<file path="config.mk">
export PLATFORM = sky130hd
export DESIGN_NAME = lac_top
export DESIGN_NICKNAME = d
export VERILOG_FILES = /design/src/hw/lac_pkg.sv /design/src/hw/lac_post_calc.sv /design/src/hw/lac_flow_ctr.sv /design/src/hw/lac_top.sv
export VERILOG_INCLUDE_DIRS = /design/src /design/src/hw
export SDC_FILE = /design/constraint.sdc
export NUM_CORES = 1
export LEC_CHECK = 0
export BUFFER_PORTS_ARGS = -buffer_cell sky130_fd_sc_hd__clkbuf_2
export CAP_MARGIN = 20
export CORE_MARGIN = 2
export CORE_UTILIZATION = 45
export DETAILED_ROUTE_END_ITERATION = 10
export PLACE_DENSITY = 0.75
export SLEW_MARGIN = 30
export SYNTH_ARGS = -nofsm -noshare
export SYNTH_HDL_FRONTEND = slang
export SYNTH_SLANG_ARGS = --single-unit
</file>
<file path="constraint.sdc">
create_clock -name i_sys_clk -period 12.37 [get_ports i_sys_clk]
set_input_delay 1.237 -clock i_sys_clk [delete_from_list [all_inputs] [get_ports i_sys_clk]]
set_output_delay 1.237 -clock i_sys_clk [all_outputs]
set_load 0.005 [all_outputs]
</file>
<file path="src/hw/lac_cfg.svh">
// constants for the capture and storage qualifier block
`ifndef LAC_CFG_SVH
`define LAC_CFG_SVH

`define LAC_PCT_FULL    100
`define LAC_PCT_BIG     88
`define LAC_PCT_HALF    50
`define LAC_PCT_SMALL   12

`define LAC_CNT_W       16
`define LAC_NCTR        2
`define LAC_NFLAG       4
`define LAC_FST_W       4
`define LAC_IDX_W       17

`define LAC_CTR_INIT    16'h0000
`define LAC_FLAG_INIT   4'h0
`define LAC_FST_FIRST   4'h0
`define LAC_IDX_ZERO    17'h00000

`define LAC_ST_IDLE     3'h1
`define LAC_ST_RUN      3'h2
`define LAC_ST_DONE     3'h4

`define LAC_POS_POSTMOST 2'h0
`define LAC_POS_CENTER   2'h1
`define LAC_POS_PREMOST  2'h2

`endif

</file>
<file path="src/hw/lac_pkg.sv">
// types for the capture and storage qualifier block
`include "lac_cfg.svh"

package lac_pkg;

	typedef enum logic [1:0] {
		LAC_POS_POSTMOST = `LAC_POS_POSTMOST,
		LAC_POS_CENTER   = `LAC_POS_CENTER,
		LAC_POS_PREMOST  = `LAC_POS_PREMOST
	} lac_pos_t;

	typedef enum logic [2:0] {
		LAC_IDLE = `LAC_ST_IDLE,
		LAC_RUN  = `LAC_ST_RUN,
		LAC_DONE = `LAC_ST_DONE
	} lac_acq_t;

	typedef struct packed {
		logic     qual_state;
		logic     segmented;
		lac_pos_t pos_rt;
		lac_pos_t pos_pu;
		logic     pu_en;
	} lac_cfg_t;

	typedef struct packed {
		logic                  begin_store;
		logic                  halt_store;
		logic                  trigger;
		logic                  seg_end;
		logic                  has_count;
		logic [`LAC_IDX_W-1:0] count;
		logic                  goto_en;
		logic [`LAC_FST_W-1:0] goto_state;
		logic [`LAC_NCTR-1:0]  ctr_inc;
		logic [`LAC_NCTR-1:0]  ctr_dec;
		logic [`LAC_NCTR-1:0]  ctr_rst;
		logic [`LAC_NFLAG-1:0] flag_set;
		logic [`LAC_NFLAG-1:0] flag_clr;
	} lac_act_t;

	typedef struct packed {
		logic                  running;
		logic                  triggered;
		logic                  paused;
		logic                  done;
		logic                  pu_run;
		logic                  store_on;
		logic [`LAC_FST_W-1:0] flow_state;
		logic [`LAC_NFLAG-1:0] flags;
		logic [`LAC_IDX_W-1:0] trig_index;
	} lac_status_t;

endpackage

</file>
<file path="src/hw/lac_post_calc.sv">
// preset trigger position to post-fill sample count
`timescale 1ns/100ps
`default_nettype none
`include "lac_cfg.svh"

module lac_post_calc (
	input  wire lac_pkg::lac_pos_t     i_pos,
	input  wire logic [`LAC_IDX_W-1:0] i_depth,
	output logic [`LAC_IDX_W-1:0]      o_post
);
	import lac_pkg::*;

	logic [`LAC_IDX_W+7:0] prod;

	always_comb begin
		case (i_pos)
			LAC_POS_POSTMOST: prod = i_depth * (`LAC_IDX_W+8)'(`LAC_PCT_BIG);
			LAC_POS_CENTER:   prod = i_depth * (`LAC_IDX_W+8)'(`LAC_PCT_HALF);
			default:          prod = i_depth * (`LAC_IDX_W+8)'(`LAC_PCT_SMALL);
		endcase
		// same ratios serve the whole buffer or one segment
		o_post = `LAC_IDX_W'(prod / (`LAC_IDX_W+8)'(`LAC_PCT_FULL));
	end

endmodule // lac_post_calc
`default_nettype wire

</file>
<file path="src/hw/lac_flow_ctr.sv">
// one trigger-flow counter resource
`timescale 1ns/100ps
`default_nettype none
`include "lac_cfg.svh"

module lac_flow_ctr (
	input  wire logic                  i_sys_clk,
	input  wire logic                  i_rst_b,
	input  wire logic                  i_clr,
	input  wire logic                  i_en,
	input  wire logic                  i_inc,
	input  wire logic                  i_dec,
	input  wire logic                  i_reset,
	output logic [`LAC_CNT_W-1:0]      o_cnt
);
	import lac_pkg::*;

	logic [`LAC_CNT_W-1:0] next_cnt;

	always_comb begin
		next_cnt = o_cnt;
		if (i_clr) begin
			next_cnt = `LAC_CTR_INIT;
		end else if (i_en) begin
			// evaluated on every sample
			if (i_reset) begin
				next_cnt = `LAC_CTR_INIT;
			end else if (i_inc) begin
				next_cnt = o_cnt + `LAC_CNT_W'(1);
			end else if (i_dec) begin
				next_cnt = o_cnt - `LAC_CNT_W'(1);
			end
		end
	end

	always_ff @(posedge i_sys_clk or negedge i_rst_b) begin
		if (!i_rst_b) begin
			o_cnt <= `LAC_CTR_INIT;
		end else begin
			o_cnt <= next_cnt;
		end
	end

endmodule // lac_flow_ctr
`default_nettype wire

</file>
<file path="src/hw/lac_top.sv">
// acquisition control: storage qualifier, trigger position, power-up arm
`timescale 1ns/100ps
`default_nettype none
`include "lac_cfg.svh"

module lac_top #(
	parameter int SAMPLE_W   = 8,
	parameter int DEPTH_LOG2 = 6,
	parameter int SEG_LOG2   = 2
) (
	input  wire logic                                  i_sys_clk,
	input  wire logic                                  i_rst_b,
	input  wire lac_pkg::lac_cfg_t                     i_cfg,
	input  wire logic                                  i_arm,
	input  wire logic                                  i_stop,
	input  wire logic                                  i_smp_en,
	input  wire logic [SAMPLE_W-1:0]                   i_sample,
	input  wire lac_pkg::lac_act_t                     i_act,
	output logic                                       o_wr_en,
	output logic [DEPTH_LOG2-1:0]                      o_wr_addr,
	output logic [SAMPLE_W-1:0]                        o_wr_data,
	output lac_pkg::lac_status_t                       o_status,
	output logic [`LAC_NCTR-1:0][`LAC_CNT_W-1:0]       o_ctr
);
	import lac_pkg::*;

	localparam int SEGW = DEPTH_LOG2 - SEG_LOG2;

	// refuse sizes that the address and index fields cannot hold
	if (SAMPLE_W < 1) begin : g_chk_w
		$error("lac_top: sample width out of range");
	end

	if (DEPTH_LOG2 < 1 || DEPTH_LOG2 >= `LAC_IDX_W) begin : g_chk_d
		$error("lac_top: buffer depth out of range");
	end

	if (SEG_LOG2 < 1 || SEGW < 1) begin : g_chk_s
		$error("lac_top: segment count out of range");
	end

	// depths in samples; index is at least one bit wider than the address so the full depth fits
	localparam logic [`LAC_IDX_W-1:0] FULL_D = `LAC_IDX_W'(1) << DEPTH_LOG2;
	localparam logic [`LAC_IDX_W-1:0] SEG_D  = `LAC_IDX_W'(1) << SEGW;

	// registered state
	lac_acq_t              acq;
	logic                  pu_pend;
	logic                  pu_run;
	logic                  store_on;
	logic                  trig_seen;
	logic                  closing;
	logic [`LAC_IDX_W-1:0] post_left;
	logic [DEPTH_LOG2-1:0] offs;
	logic [SEG_LOG2-1:0]   seg;
	logic [`LAC_FST_W-1:0] fstate;
	logic [`LAC_NFLAG-1:0] flags;
	logic [`LAC_IDX_W-1:0] trig_idx;

	lac_acq_t              next_acq;
	logic                  next_pu_pend;
	logic                  next_pu_run;
	logic                  next_store_on;
	logic                  next_trig_seen;
	logic                  next_closing;
	logic [`LAC_IDX_W-1:0] next_post_left;
	logic [DEPTH_LOG2-1:0] next_offs;
	logic [SEG_LOG2-1:0]   next_seg;
	logic [`LAC_FST_W-1:0] next_fstate;
	logic [`LAC_NFLAG-1:0] next_flags;
	logic [`LAC_IDX_W-1:0] next_trig_idx;
	logic                  next_wr_en;
	logic [DEPTH_LOG2-1:0] next_wr_addr;
	logic [SAMPLE_W-1:0]   next_wr_data;
	lac_status_t           next_status;

	// working signals
	logic                  arm_now;
	logic                  eval;
	logic                  gate_ok;
	logic [`LAC_IDX_W-1:0] depth;
	logic [`LAC_IDX_W-1:0] post_rt;
	logic [`LAC_IDX_W-1:0] post_pu;
	logic [`LAC_IDX_W-1:0] preset;
	logic [DEPTH_LOG2-1:0] seg_mask;

	// power-up arm uses the pending flag caught at reset release
	assign arm_now = i_arm | (pu_pend & i_cfg.pu_en);
	// arm and stop win over a sample taken in the same cycle
	assign eval    = (acq == LAC_RUN) & i_smp_en & ~i_stop & ~arm_now;
	// segmented capture ignores store gating entirely
	assign gate_ok = i_cfg.qual_state & ~i_cfg.segmented;
	assign depth   = i_cfg.segmented ? SEG_D : FULL_D;
	assign seg_mask = i_cfg.segmented ? DEPTH_LOG2'(SEG_D - `LAC_IDX_W'(1))
		: DEPTH_LOG2'(FULL_D - `LAC_IDX_W'(1));
	// power-up run keeps its own position setting
	assign preset  = pu_run ? post_pu : post_rt;

	lac_post_calc u_post_rt (
		.i_pos   (i_cfg.pos_rt),
		.i_depth (depth),
		.o_post  (post_rt)
	);

	lac_post_calc u_post_pu (
		.i_pos   (i_cfg.pos_pu),
		.i_depth (depth),
		.o_post  (post_pu)
	);

	// counter resources, cleared on arming
	for (genvar g = 0; g < `LAC_NCTR; g++) begin : g_ctr
		lac_flow_ctr u_ctr (
			.i_sys_clk (i_sys_clk),
			.i_rst_b   (i_rst_b),
			.i_clr     (arm_now),
			.i_en      (eval),
			.i_inc     (i_act.ctr_inc[g]),
			.i_dec     (i_act.ctr_dec[g]),
			.i_reset   (i_act.ctr_rst[g]),
			.o_cnt     (o_ctr[g])
		);
	end

	always_comb begin
		next_acq       = acq;
		next_pu_pend   = 1'b0;
		next_pu_run    = pu_run;
		next_store_on  = store_on;
		next_trig_seen = trig_seen;
		next_closing   = closing;
		next_post_left = post_left;
		next_offs      = offs;
		next_seg       = seg;
		next_fstate    = fstate;
		next_flags     = flags;
		next_trig_idx  = trig_idx;
		next_wr_en     = 1'b0;
		next_wr_addr   = o_wr_addr;
		next_wr_data   = o_wr_data;
		if (arm_now) begin
			// fresh acquisition
			next_acq       = LAC_RUN;
			next_pu_run    = pu_pend & i_cfg.pu_en;
			// qualifier off or segmented capture means continuous storage; qualifier on in unsegmented capture means wait
			next_store_on  = ~gate_ok;
			next_trig_seen = 1'b0;
			next_closing   = 1'b0;
			next_post_left = `LAC_IDX_ZERO;
			next_offs      = '0;
			next_seg       = '0;
			next_fstate    = `LAC_FST_FIRST;
			next_flags     = `LAC_FLAG_INIT;
			next_trig_idx  = `LAC_IDX_ZERO;
		end else if (acq == LAC_RUN && i_stop) begin
			// host stop forces the trigger and ends, paused or not
			next_acq       = LAC_DONE;
			next_trig_seen = 1'b1;
			next_store_on  = 1'b0;
			if (!trig_seen) begin
				next_trig_idx = `LAC_IDX_W'(offs & seg_mask);
			end
		end else if (eval) begin
			// flow state and flags move on every sample
			if (i_act.goto_en) begin
				next_fstate = i_act.goto_state;
			end
			next_flags = (flags | i_act.flag_set) & ~i_act.flag_clr;
			// gating stays live after the trigger
			if (gate_ok && i_act.begin_store) begin
				next_store_on = 1'b1;
			end else if (gate_ok && i_act.halt_store) begin
				next_store_on = 1'b0;
			end
			if (i_act.trigger && !trig_seen) begin
				// final post-fill: given count or preset
				next_trig_seen = 1'b1;
				next_closing   = 1'b1;
				// an oversize count would wrap the index, so it is clamped
				next_post_left = i_act.has_count ? i_act.count : preset;
				if (next_post_left > depth) begin
					next_post_left = depth;
				end
				next_trig_idx  = depth - next_post_left;
			end else if (i_act.seg_end && i_cfg.segmented && !closing) begin
				// per-segment count, else preset ratio
				next_closing   = 1'b1;
				next_post_left = i_act.has_count ? i_act.count : preset;
				if (next_post_left > depth) begin
					next_post_left = depth;
				end
				next_trig_idx  = depth - next_post_left;
			end
			// a zero count closes without taking this sample
			if (!(next_closing && next_post_left == `LAC_IDX_ZERO) && next_store_on) begin
				// write only while storage is on
				next_wr_en   = 1'b1;
				next_wr_data = i_sample;
				next_wr_addr = i_cfg.segmented
					? ((DEPTH_LOG2'(seg) << SEGW) | (offs & seg_mask))
					: offs;
				next_offs    = (offs + DEPTH_LOG2'(1)) & seg_mask;
				if (next_closing) begin
					next_post_left = next_post_left - `LAC_IDX_W'(1);
				end
			end
			// complete only once the post-fill is stored
			if (next_closing && next_post_left == `LAC_IDX_ZERO) begin
				if (next_trig_seen) begin
					next_acq      = LAC_DONE;
					next_store_on = 1'b0;
				end else begin
					// oldest segment is overwritten when all are used
					next_closing = 1'b0;
					next_seg     = seg + SEG_LOG2'(1);
					next_offs    = '0;
				end
			end
		end
	end

	// output group: status shows the state registered at the same edge
	always_comb begin
		next_status.running    = (next_acq == LAC_RUN);
		next_status.triggered  = next_trig_seen;
		// paused: triggered, post-fill open, storage halted
		next_status.paused     = (next_acq == LAC_RUN) & next_trig_seen & ~next_store_on;
		next_status.done       = (next_acq == LAC_DONE);
		next_status.pu_run     = next_pu_run;
		next_status.store_on   = next_store_on;
		next_status.flow_state = next_fstate;
		next_status.flags      = next_flags;
		next_status.trig_index = next_trig_idx;
	end

	always_ff @(posedge i_sys_clk or negedge i_rst_b) begin
		if (!i_rst_b) begin
			acq       <= LAC_IDLE;
			// set at reset so a power-up run arms on the first edge
			pu_pend   <= 1'b1;
			pu_run    <= 1'b0;
			store_on  <= 1'b0;
			trig_seen <= 1'b0;
			closing   <= 1'b0;
			post_left <= `LAC_IDX_ZERO;
			offs      <= '0;
			seg       <= '0;
			fstate    <= `LAC_FST_FIRST;
			flags     <= `LAC_FLAG_INIT;
			trig_idx  <= `LAC_IDX_ZERO;
		end else begin
			acq       <= next_acq;
			pu_pend   <= next_pu_pend;
			pu_run    <= next_pu_run;
			store_on  <= next_store_on;
			trig_seen <= next_trig_seen;
			closing   <= next_closing;
			post_left <= next_post_left;
			offs      <= next_offs;
			seg       <= next_seg;
			fstate    <= next_fstate;
			flags     <= next_flags;
			trig_idx  <= next_trig_idx;
		end
	end

	// ports leave straight from registers, so no glitch reaches the buffer
	always_ff @(posedge i_sys_clk or negedge i_rst_b) begin
		if (!i_rst_b) begin
			o_wr_en   <= 1'b0;
			o_wr_addr <= '0;
			o_wr_data <= '0;
			o_status  <= '0;
		end else begin
			o_wr_en   <= next_wr_en;
			o_wr_addr <= next_wr_addr;
			o_wr_data <= next_wr_data;
			o_status  <= next_status;
		end
	end

endmodule // lac_top
`default_nettype wire

</file>
==> results of run 1 <==
-- layer usage --
layer,wire length [um],GRT usage (%),share of wire (%),vias to the layer above
met3,1550,4.62,7.7,22
met2,9120,33.3,45,258
met5,0,0,0,-
li1,-,-,-,3622
met4,278,5.38,1.4,0
met1,9290,30.6,46,3473
-- metrics by stage --
step	std cells	worst slack (ns)	area, um2	util, %	total power (W)
2_1_floorplan	930	3.92	7900	-	0.000680
3_3_place_gp	1261	2.62	8770	50.9	0.000783
3_5_place_dp	1261	2.30	8780	50.9	0.000790
4_1_cts	1277	2.62	9100	52.8	0.00111
5_1_grt	1277	1.87	9100	52.8	0.00117
6_report	1277	2.78	9100	52.8	0.00111
-- power groups by stage --
stage / clock network (W) / registers, W / logic (W)
2_1_floorplan: 0 / 0.000406 / 0.000275
3_3_place_gp: 0 / 0.000407 / 0.000376
3_5_place_dp: 0 / 0.000408 / 0.000382
4_1_cts: 0.000323 / 0.000401 / 0.000384
5_1_grt: 0.000335 / 0.000405 / 0.000433
6_report: 0.000317 / 0.000401 / 0.000388
-- state kept, by name, summed over array words and instances (netlist names) --
signal	cells
pu_pend	1
acq	3
closing	1
offs	6
o_status	31
post_left	17
o_wr_data	8
g_ctr.u_ctr.o_cnt	32
o_wr_en	1
seg	2
o_wr_addr	6
-- layout make-up --
class                      count  area [um2]  area share (%)
multi-input combinational    736        4860            53.4
clock inverter                 7        98.8            1.09
clock buffer                   9         225            2.47
timing repair buffer         147         764            8.40
sequential                   108        2710            29.7
tap                          225         282            3.09
inverter                      45         169            1.86
-- logic make-up (layout without fill, tap and decap cells) --
logic type	count (synthesis)	after routing
mux	16	16
fa+ha+maj	46	46
buf+inv	86	208
compound gates	294	294
simple gates	338	338
flops	108	108
other cells	1	1
xor+xnor	41	41
-- cells in the final DEF, fill, tap and decap left out, types with 5 or more instances in the layout --
master / synthesis / layout
a211o_1: 6 / 6
a211oi_1: 8 / 8
a21o_1: 16 / 16
a21oi_1: 69 / 68
a221oi_1: 5 / 5
a22o_1: 23 / 23
a31oi_1: 10 / 10
and2_1: 11 / 11
and3_1: 9 / 9
buf_4: 3 / 9
clkbuf_16: 0 / 9
clkbuf_2: 0 / 137
dfrtp_1: 106 / 106
ha_1: 44 / 44
inv_1: 44 / 44
mux2_2: 7 / 7
mux2i_1: 9 / 9
nand2_1: 134 / 134
nand2b_1: 10 / 9
nand3_1: 23 / 23
nand4_1: 9 / 9
nor2_1: 63 / 62
nor2b_1: 5 / 5
nor3_1: 18 / 18
nor3b_1: 6 / 6
nor4_1: 11 / 11
o21a_1: 8 / 8
o21ai_0: 65 / 64
o21bai_1: 17 / 17
o31ai_1: 6 / 6
or3_1: 11 / 11
xnor2_1: 28 / 28
xor2_1: 12 / 12
-- final timing paths --
| path | to | depth (start not counted) |
|---|---|---|
| max | offs[4] | 33 |
| min | o_status[7] | 2 |
| max reg2reg | offs[4] | 30 |
| min reg2reg | o_status[7] | 2 |
| max in group asynchronous | g_ctr[1].u_ctr.o_cnt[0] | 2 |
| min in group asynchronous | o_wr_data[3] | 1 |
-- worst register-to-register path: cells and delay by family, from the launching register on --
kind | cells | cell delay, ns
flops | 1 | 0.63
buf+inv | 2 | 0.19
fa+ha+maj | 4 | 1.08
simple gates | 11 | 2.55
compound gates | 12 | 3.74
mux | 1 | 0.28
==> flow_results.xml, run 1 <==
<?xml version="1.0" encoding="UTF-8"?>
<metrics>
  <group name="critical_path">
    <metric name="critical-path-top-cell-by-count" unit="">ha_1</metric>
    <metric name="worst_r2r_startpoint" unit="">o_status[26]</metric>
    <metric name="max_stage_delay" unit="ns">0.61</metric>
    <metric name="worst_ep_required_time" unit="ns">12.61</metric>
    <metric name="crit_arrival" unit="ns">9.83</metric>
    <metric name="reg2reg_slack" unit="ns">3.78</metric>
    <metric name="startpoint" unit="">i_cfg[5]</metric>
    <metric name="critPathKind" unit="">input pin to flip-flop</metric>
    <metric name="cp_max_fo" unit="">24</metric>
    <metric name="crit_slowest_cell" unit="">nor4_4</metric>
    <metric name="critical_path.startpoint_type" unit="">input pin</metric>
    <metric name="critical_path.top_delay_family" unit="">compound AO/OA/AOI/OAI gates</metric>
    <metric name="cp_buf_inv_count" unit="">4</metric>
    <metric name="setup.worst_path.end_class" unit="">flip-flop</metric>
  </group>
  <group name="sta">
    <metric name="fmax" unit="MHz">104</metric>
    <metric name="max_slew_violation_count" unit="">0</metric>
    <metric name="final.setup_skew" unit="ns">0.00748</metric>
    <metric name="max-slew-margin-rel" unit="%">39.1</metric>
    <metric name="setup_viol_count_final" unit="">0</metric>
    <metric name="finalHoldViolCount" unit="">0</metric>
    <metric name="min_period_over_period" unit="%">77.5</metric>
    <metric name="setup-tns-final" unit="ns">0</metric>
    <metric name="setup_repair_after_global_routing_missed_its_margin" unit="">false</metric>
    <metric name="period_needed" unit="ns">9.59</metric>
    <metric name="worst_hold_slack" unit="ns">0.476</metric>
    <metric name="actual_transition_at_the_worst_max_transition_pin" unit="ns">0.911</metric>
  </group>
  <group name="synth">
    <metric name="synthXorXnorAreaFrac" unit="%">4.72</metric>
    <metric name="synth_top_flop_cell" unit="">dfrtp_1</metric>
    <metric name="synth_cell_types" unit="">93</metric>
    <metric name="muxShareOfSynthArea" unit="%">2.14</metric>
    <metric name="yosysMostFrequentCell" unit="">nand2_1</metric>
    <metric name="synthTopCellsByArea" unit="">dfrtp_1 (34%), ha_1 (7.0%), nand2_1 (6.4%)</metric>
    <metric name="syn-instance-count" unit="">930</metric>
    <metric name="count_of_state_elements_after_synthesis" unit="">108</metric>
    <metric name="synth_top_family_by_area" unit="">compound AO/OA/AOI/OAI gates</metric>
    <metric name="syn-mean-instance-area" unit="um2">8.49</metric>
    <metric name="synth_compound_area_share" unit="%">25.9</metric>
    <metric name="ys_async_sr_fraction" unit="%">100</metric>
    <metric name="synth.largest_area_cell" unit="">dfrtp_1</metric>
    <metric name="synthAdderAreaFrac" unit="%">7.48</metric>
    <metric name="synth_edf_count" unit="">0</metric>
    <metric name="yosysTopAreaCellShare" unit="%">33.6</metric>
    <metric name="synth_seq_area_share" unit="%">34.2</metric>
    <metric name="yosys_warnings" unit="">0</metric>
    <metric name="synthSimpleGateAreaFrac" unit="%">21.0</metric>
    <metric name="syn_area" unit="um2">7900</metric>
    <metric name="mappedNetlistNets" unit="">1037</metric>
    <metric name="yosys-top-cells-count" unit="">nand2_1 (134), dfrtp_1 (106), a21oi_1 (69)</metric>
  </group>
  <group name="cts">
    <metric name="clk_pin_slew_worst_paths" unit="ns">0.08</metric>
    <metric name="cts_tree" unit="">built</metric>
    <metric name="cts_resized" unit="">0</metric>
    <metric name="cts_made_buffers" unit="">9</metric>
    <metric name="cts_setup_buffers" unit="">0</metric>
    <metric name="cts_num_sinks" unit="">108</metric>
    <metric name="post_cts_hold_buffer_count" unit="">0</metric>
    <metric name="clock-root-buffer" unit="">clkbuf_16</metric>
    <metric name="cts-htree-levels" unit="">3</metric>
    <metric name="cts_max_path_buffers" unit="">2</metric>
    <metric name="clk-insertion-delay-late" unit="ns">0.35</metric>
  </group>
  <group name="cells_and_area">
    <metric name="layout-drive-gt1-share" unit="%">19.7</metric>
    <metric name="layout.nets" unit="">1154</metric>
    <metric name="areaGrowthSynthToFinish" unit="%">15.3</metric>
    <metric name="antenna-diode-count" unit="">0</metric>
    <metric name="num-fill-cells" unit="">1628</metric>
  </group>
  <group name="placed_design">
    <metric name="globalplace.congestion" unit="">0.919</metric>
    <metric name="dpl.hpwl" unit="mm">15.0</metric>
    <metric name="io_buffers" unit="">138</metric>
  </group>
  <group name="route">
    <metric name="ant_nets" unit="">0</metric>
    <metric name="detail_route.drc_violations" unit="">0</metric>
    <metric name="drt_iter0_drc" unit="">480</metric>
    <metric name="wirelength" unit="mm">20.2</metric>
    <metric name="wl_per_cell" unit="um">15.8</metric>
    <metric name="drt_pre_antenna_iters" unit="">4</metric>
    <metric name="dr_total_vias" unit="">7375</metric>
    <metric name="via_per_inst" unit="">5.78</metric>
  </group>
  <group name="power">
    <metric name="share_seq_of_total_power" unit="%">36.3</metric>
    <metric name="netSwitchingFraction" unit="%">35.1</metric>
    <metric name="combinationalPowerShare" unit="%">35.1</metric>
    <metric name="p_int" unit="W">0.000718</metric>
    <metric name="power.switching" unit="W">0.000388</metric>
    <metric name="power.density" unit="nW/um2">121</metric>
    <metric name="power_leakage" unit="nW">4.36</metric>
    <metric name="relative_contribution_of_the_clock_network_to_total_power" unit="%">28.7</metric>
    <metric name="peakVddDrop" unit="uV">85.5</metric>
  </group>
  <group name="floorplanning">
    <metric name="placement_rows" unit="">48</metric>
    <metric name="die_x_extent" unit="um">136</metric>
    <metric name="core_area" unit="um2">17200</metric>
    <metric name="initial_core_util" unit="%">45.8</metric>
    <metric name="number_of_ports_placed_on_the_die_boundary" unit="">139</metric>
    <metric name="floorplan.die.height" unit="um">136</metric>
    <metric name="dieArea" unit="um2">18600</metric>
  </group>
  <group name="global_routing">
    <metric name="maximum_number_of_pins_on_one_net_before_global_route_repair" unit="">79</metric>
    <metric name="grt_antenna_before_repair" unit="">0</metric>
    <metric name="grt_overflow" unit="">0</metric>
    <metric name="grt_pass1_wl" unit="mm">32.8</metric>
    <metric name="first_global_vias" unit="">6736</metric>
    <metric name="track_usage" unit="%">21.5</metric>
  </group>
  <group name="worst_hold_path">
    <metric name="worstHoldStart" unit="">o_status[7]</metric>
    <metric name="timing.hold.worst.class" unit="">flip-flop to flip-flop</metric>
  </group>
  <group name="job">
    <metric name="maxCapViolCount" unit="">0</metric>
  </group>
  <group name="status">
    <metric name="status" unit="">finished clean</metric>
  </group>
</metrics>
Power figures use the tool's default switching activity.
==> run 2: changes to the inputs <==
--- a/config.mk
+++ b/config.mk
@@ -11,7 +11,7 @@
 export CORE_MARGIN = 2
 export CORE_UTILIZATION = 45
 export DETAILED_ROUTE_END_ITERATION = 10
-export PLACE_DENSITY = 0.75
+export PLACE_DENSITY = 0.78
 export SLEW_MARGIN = 30
 export SYNTH_ARGS = -nofsm -noshare
 export SYNTH_HDL_FRONTEND = slang
==> constraint.sdc (replaced) <==
create_clock -name i_sys_clk -period 8.3 [get_ports i_sys_clk]
set_input_delay 0.83 -clock i_sys_clk [delete_from_list [all_inputs] [get_ports i_sys_clk]]
set_output_delay 0.83 -clock i_sys_clk [all_outputs]
set_load 0.005 [all_outputs]
==> flow_results.xml, run 2 (synthesis results as in run 1) <==
<?xml version="1.0" encoding="UTF-8"?>
<metrics>
  <group name="status">
    <metric name="status" unit="">finished clean</metric>
  </group>
  <group name="floorplanning">
    <metric name="initial_core_util" unit="%">45.8</metric>
    <metric name="die_x_extent" unit="um">136</metric>
    <metric name="dieArea" unit="um2">18600</metric>
    <metric name="number_of_ports_placed_on_the_die_boundary" unit="">139</metric>
    <metric name="placement_rows" unit="">48</metric>
    <metric name="core_area" unit="um2">17200</metric>
    <metric name="floorplan.die.height" unit="um">136</metric>
  </group>
  <group name="critical_path">
    <metric name="worst_ep_required_time" unit="ns">8.54</metric>
    <metric name="crit_slowest_cell" unit="">or4_4</metric>
    <metric name="critical-path-top-cell-by-count" unit="">ha_1</metric>
    <metric name="critical_path.startpoint_type" unit="">input pin</metric>
    <metric name="crit_arrival" unit="ns">7.95</metric>
    <metric name="cp_max_fo" unit="">10</metric>
    <metric name="setup.worst_path.end_class" unit="">flip-flop</metric>
    <metric name="critPathKind" unit="">input pin to flip-flop</metric>
    <metric name="max_stage_delay" unit="ns">0.60</metric>
  </group>
  <group name="route">
    <metric name="wl_per_cell" unit="um">15.7</metric>
    <metric name="ant_nets" unit="">0</metric>
    <metric name="m1WireLength" unit="mm">9.45</metric>
    <metric name="maxUsedRoutingLayer" unit="">met4</metric>
    <metric name="via_per_inst" unit="">5.81</metric>
    <metric name="wl_met2" unit="mm">9.49</metric>
    <metric name="detail_route.drc_violations" unit="">0</metric>
    <metric name="routed-wl-met3" unit="mm">1.23</metric>
    <metric name="wirelength" unit="mm">20.4</metric>
    <metric name="drt_iter0_drc" unit="">435</metric>
    <metric name="drt_pre_antenna_iters" unit="">5</metric>
    <metric name="dr_total_vias" unit="">7524</metric>
  </group>
  <group name="power">
    <metric name="power.density" unit="nW/um2">176</metric>
    <metric name="power_leakage" unit="nW">4.44</metric>
    <metric name="peakVddDrop" unit="uV">129</metric>
  </group>
  <group name="cells_and_area">
    <metric name="layout.nets" unit="">1172</metric>
    <metric name="register_with_the_most_flip_flops" unit="">g_ctr.u_ctr.o_cnt</metric>
    <metric name="top_library_cells_by_usage_in_the_layout_fill_and_taps_aside" unit="">clkbuf_2 (137), nand2_1 (134), dfrtp_1 (106), a21oi_1 (69), o21ai_0 (64)</metric>
    <metric name="multiInputGateArea" unit="um2">4890</metric>
    <metric name="reg_top3" unit="">g_ctr.u_ctr.o_cnt: 32 flops, o_status: 31 flops, post_left: 17 flops</metric>
    <metric name="num-fill-cells" unit="">1591</metric>
    <metric name="sequential_cell_area" unit="um2">2710</metric>
    <metric name="layout-drive-gt1-share" unit="%">21.5</metric>
    <metric name="final-instance-count-excl-fill" unit="">1295</metric>
    <metric name="final_common_cell" unit="">clkbuf_2</metric>
    <metric name="final_cell_utilization_of_the_core" unit="%">53.6</metric>
    <metric name="largest_reg_flops" unit="">32</metric>
    <metric name="areaGrowthSynthToFinish" unit="%">16.9</metric>
    <metric name="antenna-diode-count" unit="">0</metric>
    <metric name="finalInstanceArea" unit="um2">9230</metric>
  </group>
  <group name="sta">
    <metric name="setup_viol_count_final" unit="">0</metric>
    <metric name="actual_transition_at_the_worst_max_transition_pin" unit="ns">0.894</metric>
    <metric name="final.setup_skew" unit="ns">0.0120</metric>
    <metric name="final_critical_path_setup_slack" unit="ns">0.592</metric>
    <metric name="max-slew-margin-rel" unit="%">40.4</metric>
    <metric name="min_period_over_period" unit="%">92.9</metric>
    <metric name="max_slew_violation_count" unit="">0</metric>
    <metric name="finalHoldViolCount" unit="">0</metric>
    <metric name="fmax" unit="MHz">130</metric>
    <metric name="period_needed" unit="ns">7.71</metric>
  </group>
  <group name="job">
    <metric name="maxCapViolCount" unit="">0</metric>
  </group>
  <group name="cts">
    <metric name="cts-htree-levels" unit="">3</metric>
    <metric name="clk-insertion-delay-late" unit="ns">0.35</metric>
    <metric name="clk_pin_slew_worst_paths" unit="ns">0.08</metric>
    <metric name="cts_made_buffers" unit="">9</metric>
    <metric name="post_cts_hold_buffer_count" unit="">0</metric>
    <metric name="cts_num_sinks" unit="">108</metric>
    <metric name="cts_max_path_buffers" unit="">2</metric>
    <metric name="clock-root-buffer" unit="">clkbuf_16</metric>
    <metric name="cts_tree" unit="">built</metric>
  </group>
  <group name="placed_design">
    <metric name="io_buffers" unit="">138</metric>
    <metric name="globalplace.congestion" unit="">0.895</metric>
    <metric name="placement.setup.worst_slack" unit="ns">0.0727</metric>
    <metric name="dpl_cell_area" unit="um2">8900</metric>
    <metric name="dpl.hpwl" unit="mm">15.3</metric>
    <metric name="numPlacedInstances" unit="">1278</metric>
  </group>
  <group name="global_routing">
    <metric name="maximum_number_of_pins_on_one_net_before_global_route_repair" unit="">78</metric>
    <metric name="first_global_vias" unit="">6808</metric>
    <metric name="grt_antenna_before_repair" unit="">0</metric>
    <metric name="grt_overflow" unit="">0</metric>
    <metric name="track_usage" unit="%">21.8</metric>
    <metric name="grt_pass1_wl" unit="mm">33.2</metric>
  </group>
  <group name="worst_hold_path">
    <metric name="timing.hold.worst.class" unit="">input pin to async pin</metric>
  </group>
</metrics>
## run 2: final timing paths
| path | endpoint | start | slack (ns) | cells after the start |
|---|---|---|---|---|
| setup reg to reg | o_status[25] | o_status[26] | 0.74 | 30 |
| min in group i_sys_clk | o_wr_data[5] | o_wr_data[5] | 0.48 | 2 |
| hold / removal | o_wr_data[0] | i_rst_b | 0.41 | 1 |
| setup / recovery | o_status[25] | i_cfg[5] | 0.59 | 33 |
| hold reg to reg | o_wr_data[5] | o_wr_data[5] | 0.48 | 2 |
| max in group asynchronous | o_status[23] | i_rst_b | 6.87 | 2 |
## run 2: layout make-up
| class | instances | share of cell area (%) |
|---|---|---|
| multi-input cells | 736 | 53.0 |
| flip-flops and latches | 108 | 29.3 |
| repair buffers | 165 | 9.74 |
| well taps | 225 | 3.05 |
| clock buffers | 9 | 2.44 |
| inverters | 45 | 1.83 |
| clock inverters | 7 | 0.650 |
## run 2: report_power, final
group	switching [W]	internal [W]	leakage, nW
sequential	0.0000319	0.000566	1.46
clock	0.000208	0.000208	0.130
combinational	0.000352	0.000257	2.85
total	0.000592	0.00103	4.44
## run 2: metrics by stage
stage	setup TNS, ns	hold WS [ns]	power, W
detailed placement	0	0.462	0.00120
finish	0	0.406	0.00162
floorplan	0	0.467	0.00101
global placement	0	0.459	0.00119
CTS	0	0.412	0.00162
global route	-0.00552	0.419	0.00173
## run 2: routing by layer
metal  track usage, %  up-vias
li1                 -     3662
met1             31.0     3571
met2             35.5      273
met3             3.06       18
met4             3.82        0
met5                0        -
## run 2: worst max-delay path, delay by kind of cell
family | cells | cell delay, ns
AOI/OAI and AO/OA | 15 | 3.04
adders and majority gates | 5 | 0.97
buffers and inverters | 4 | 0.50
and+or+nand+nor | 9 | 2.61
## run 2: what timing repair did
action,in CTS,in global routing
setup buffers,0,1
setup endpoints to repair,0,15
resized for setup,0,8
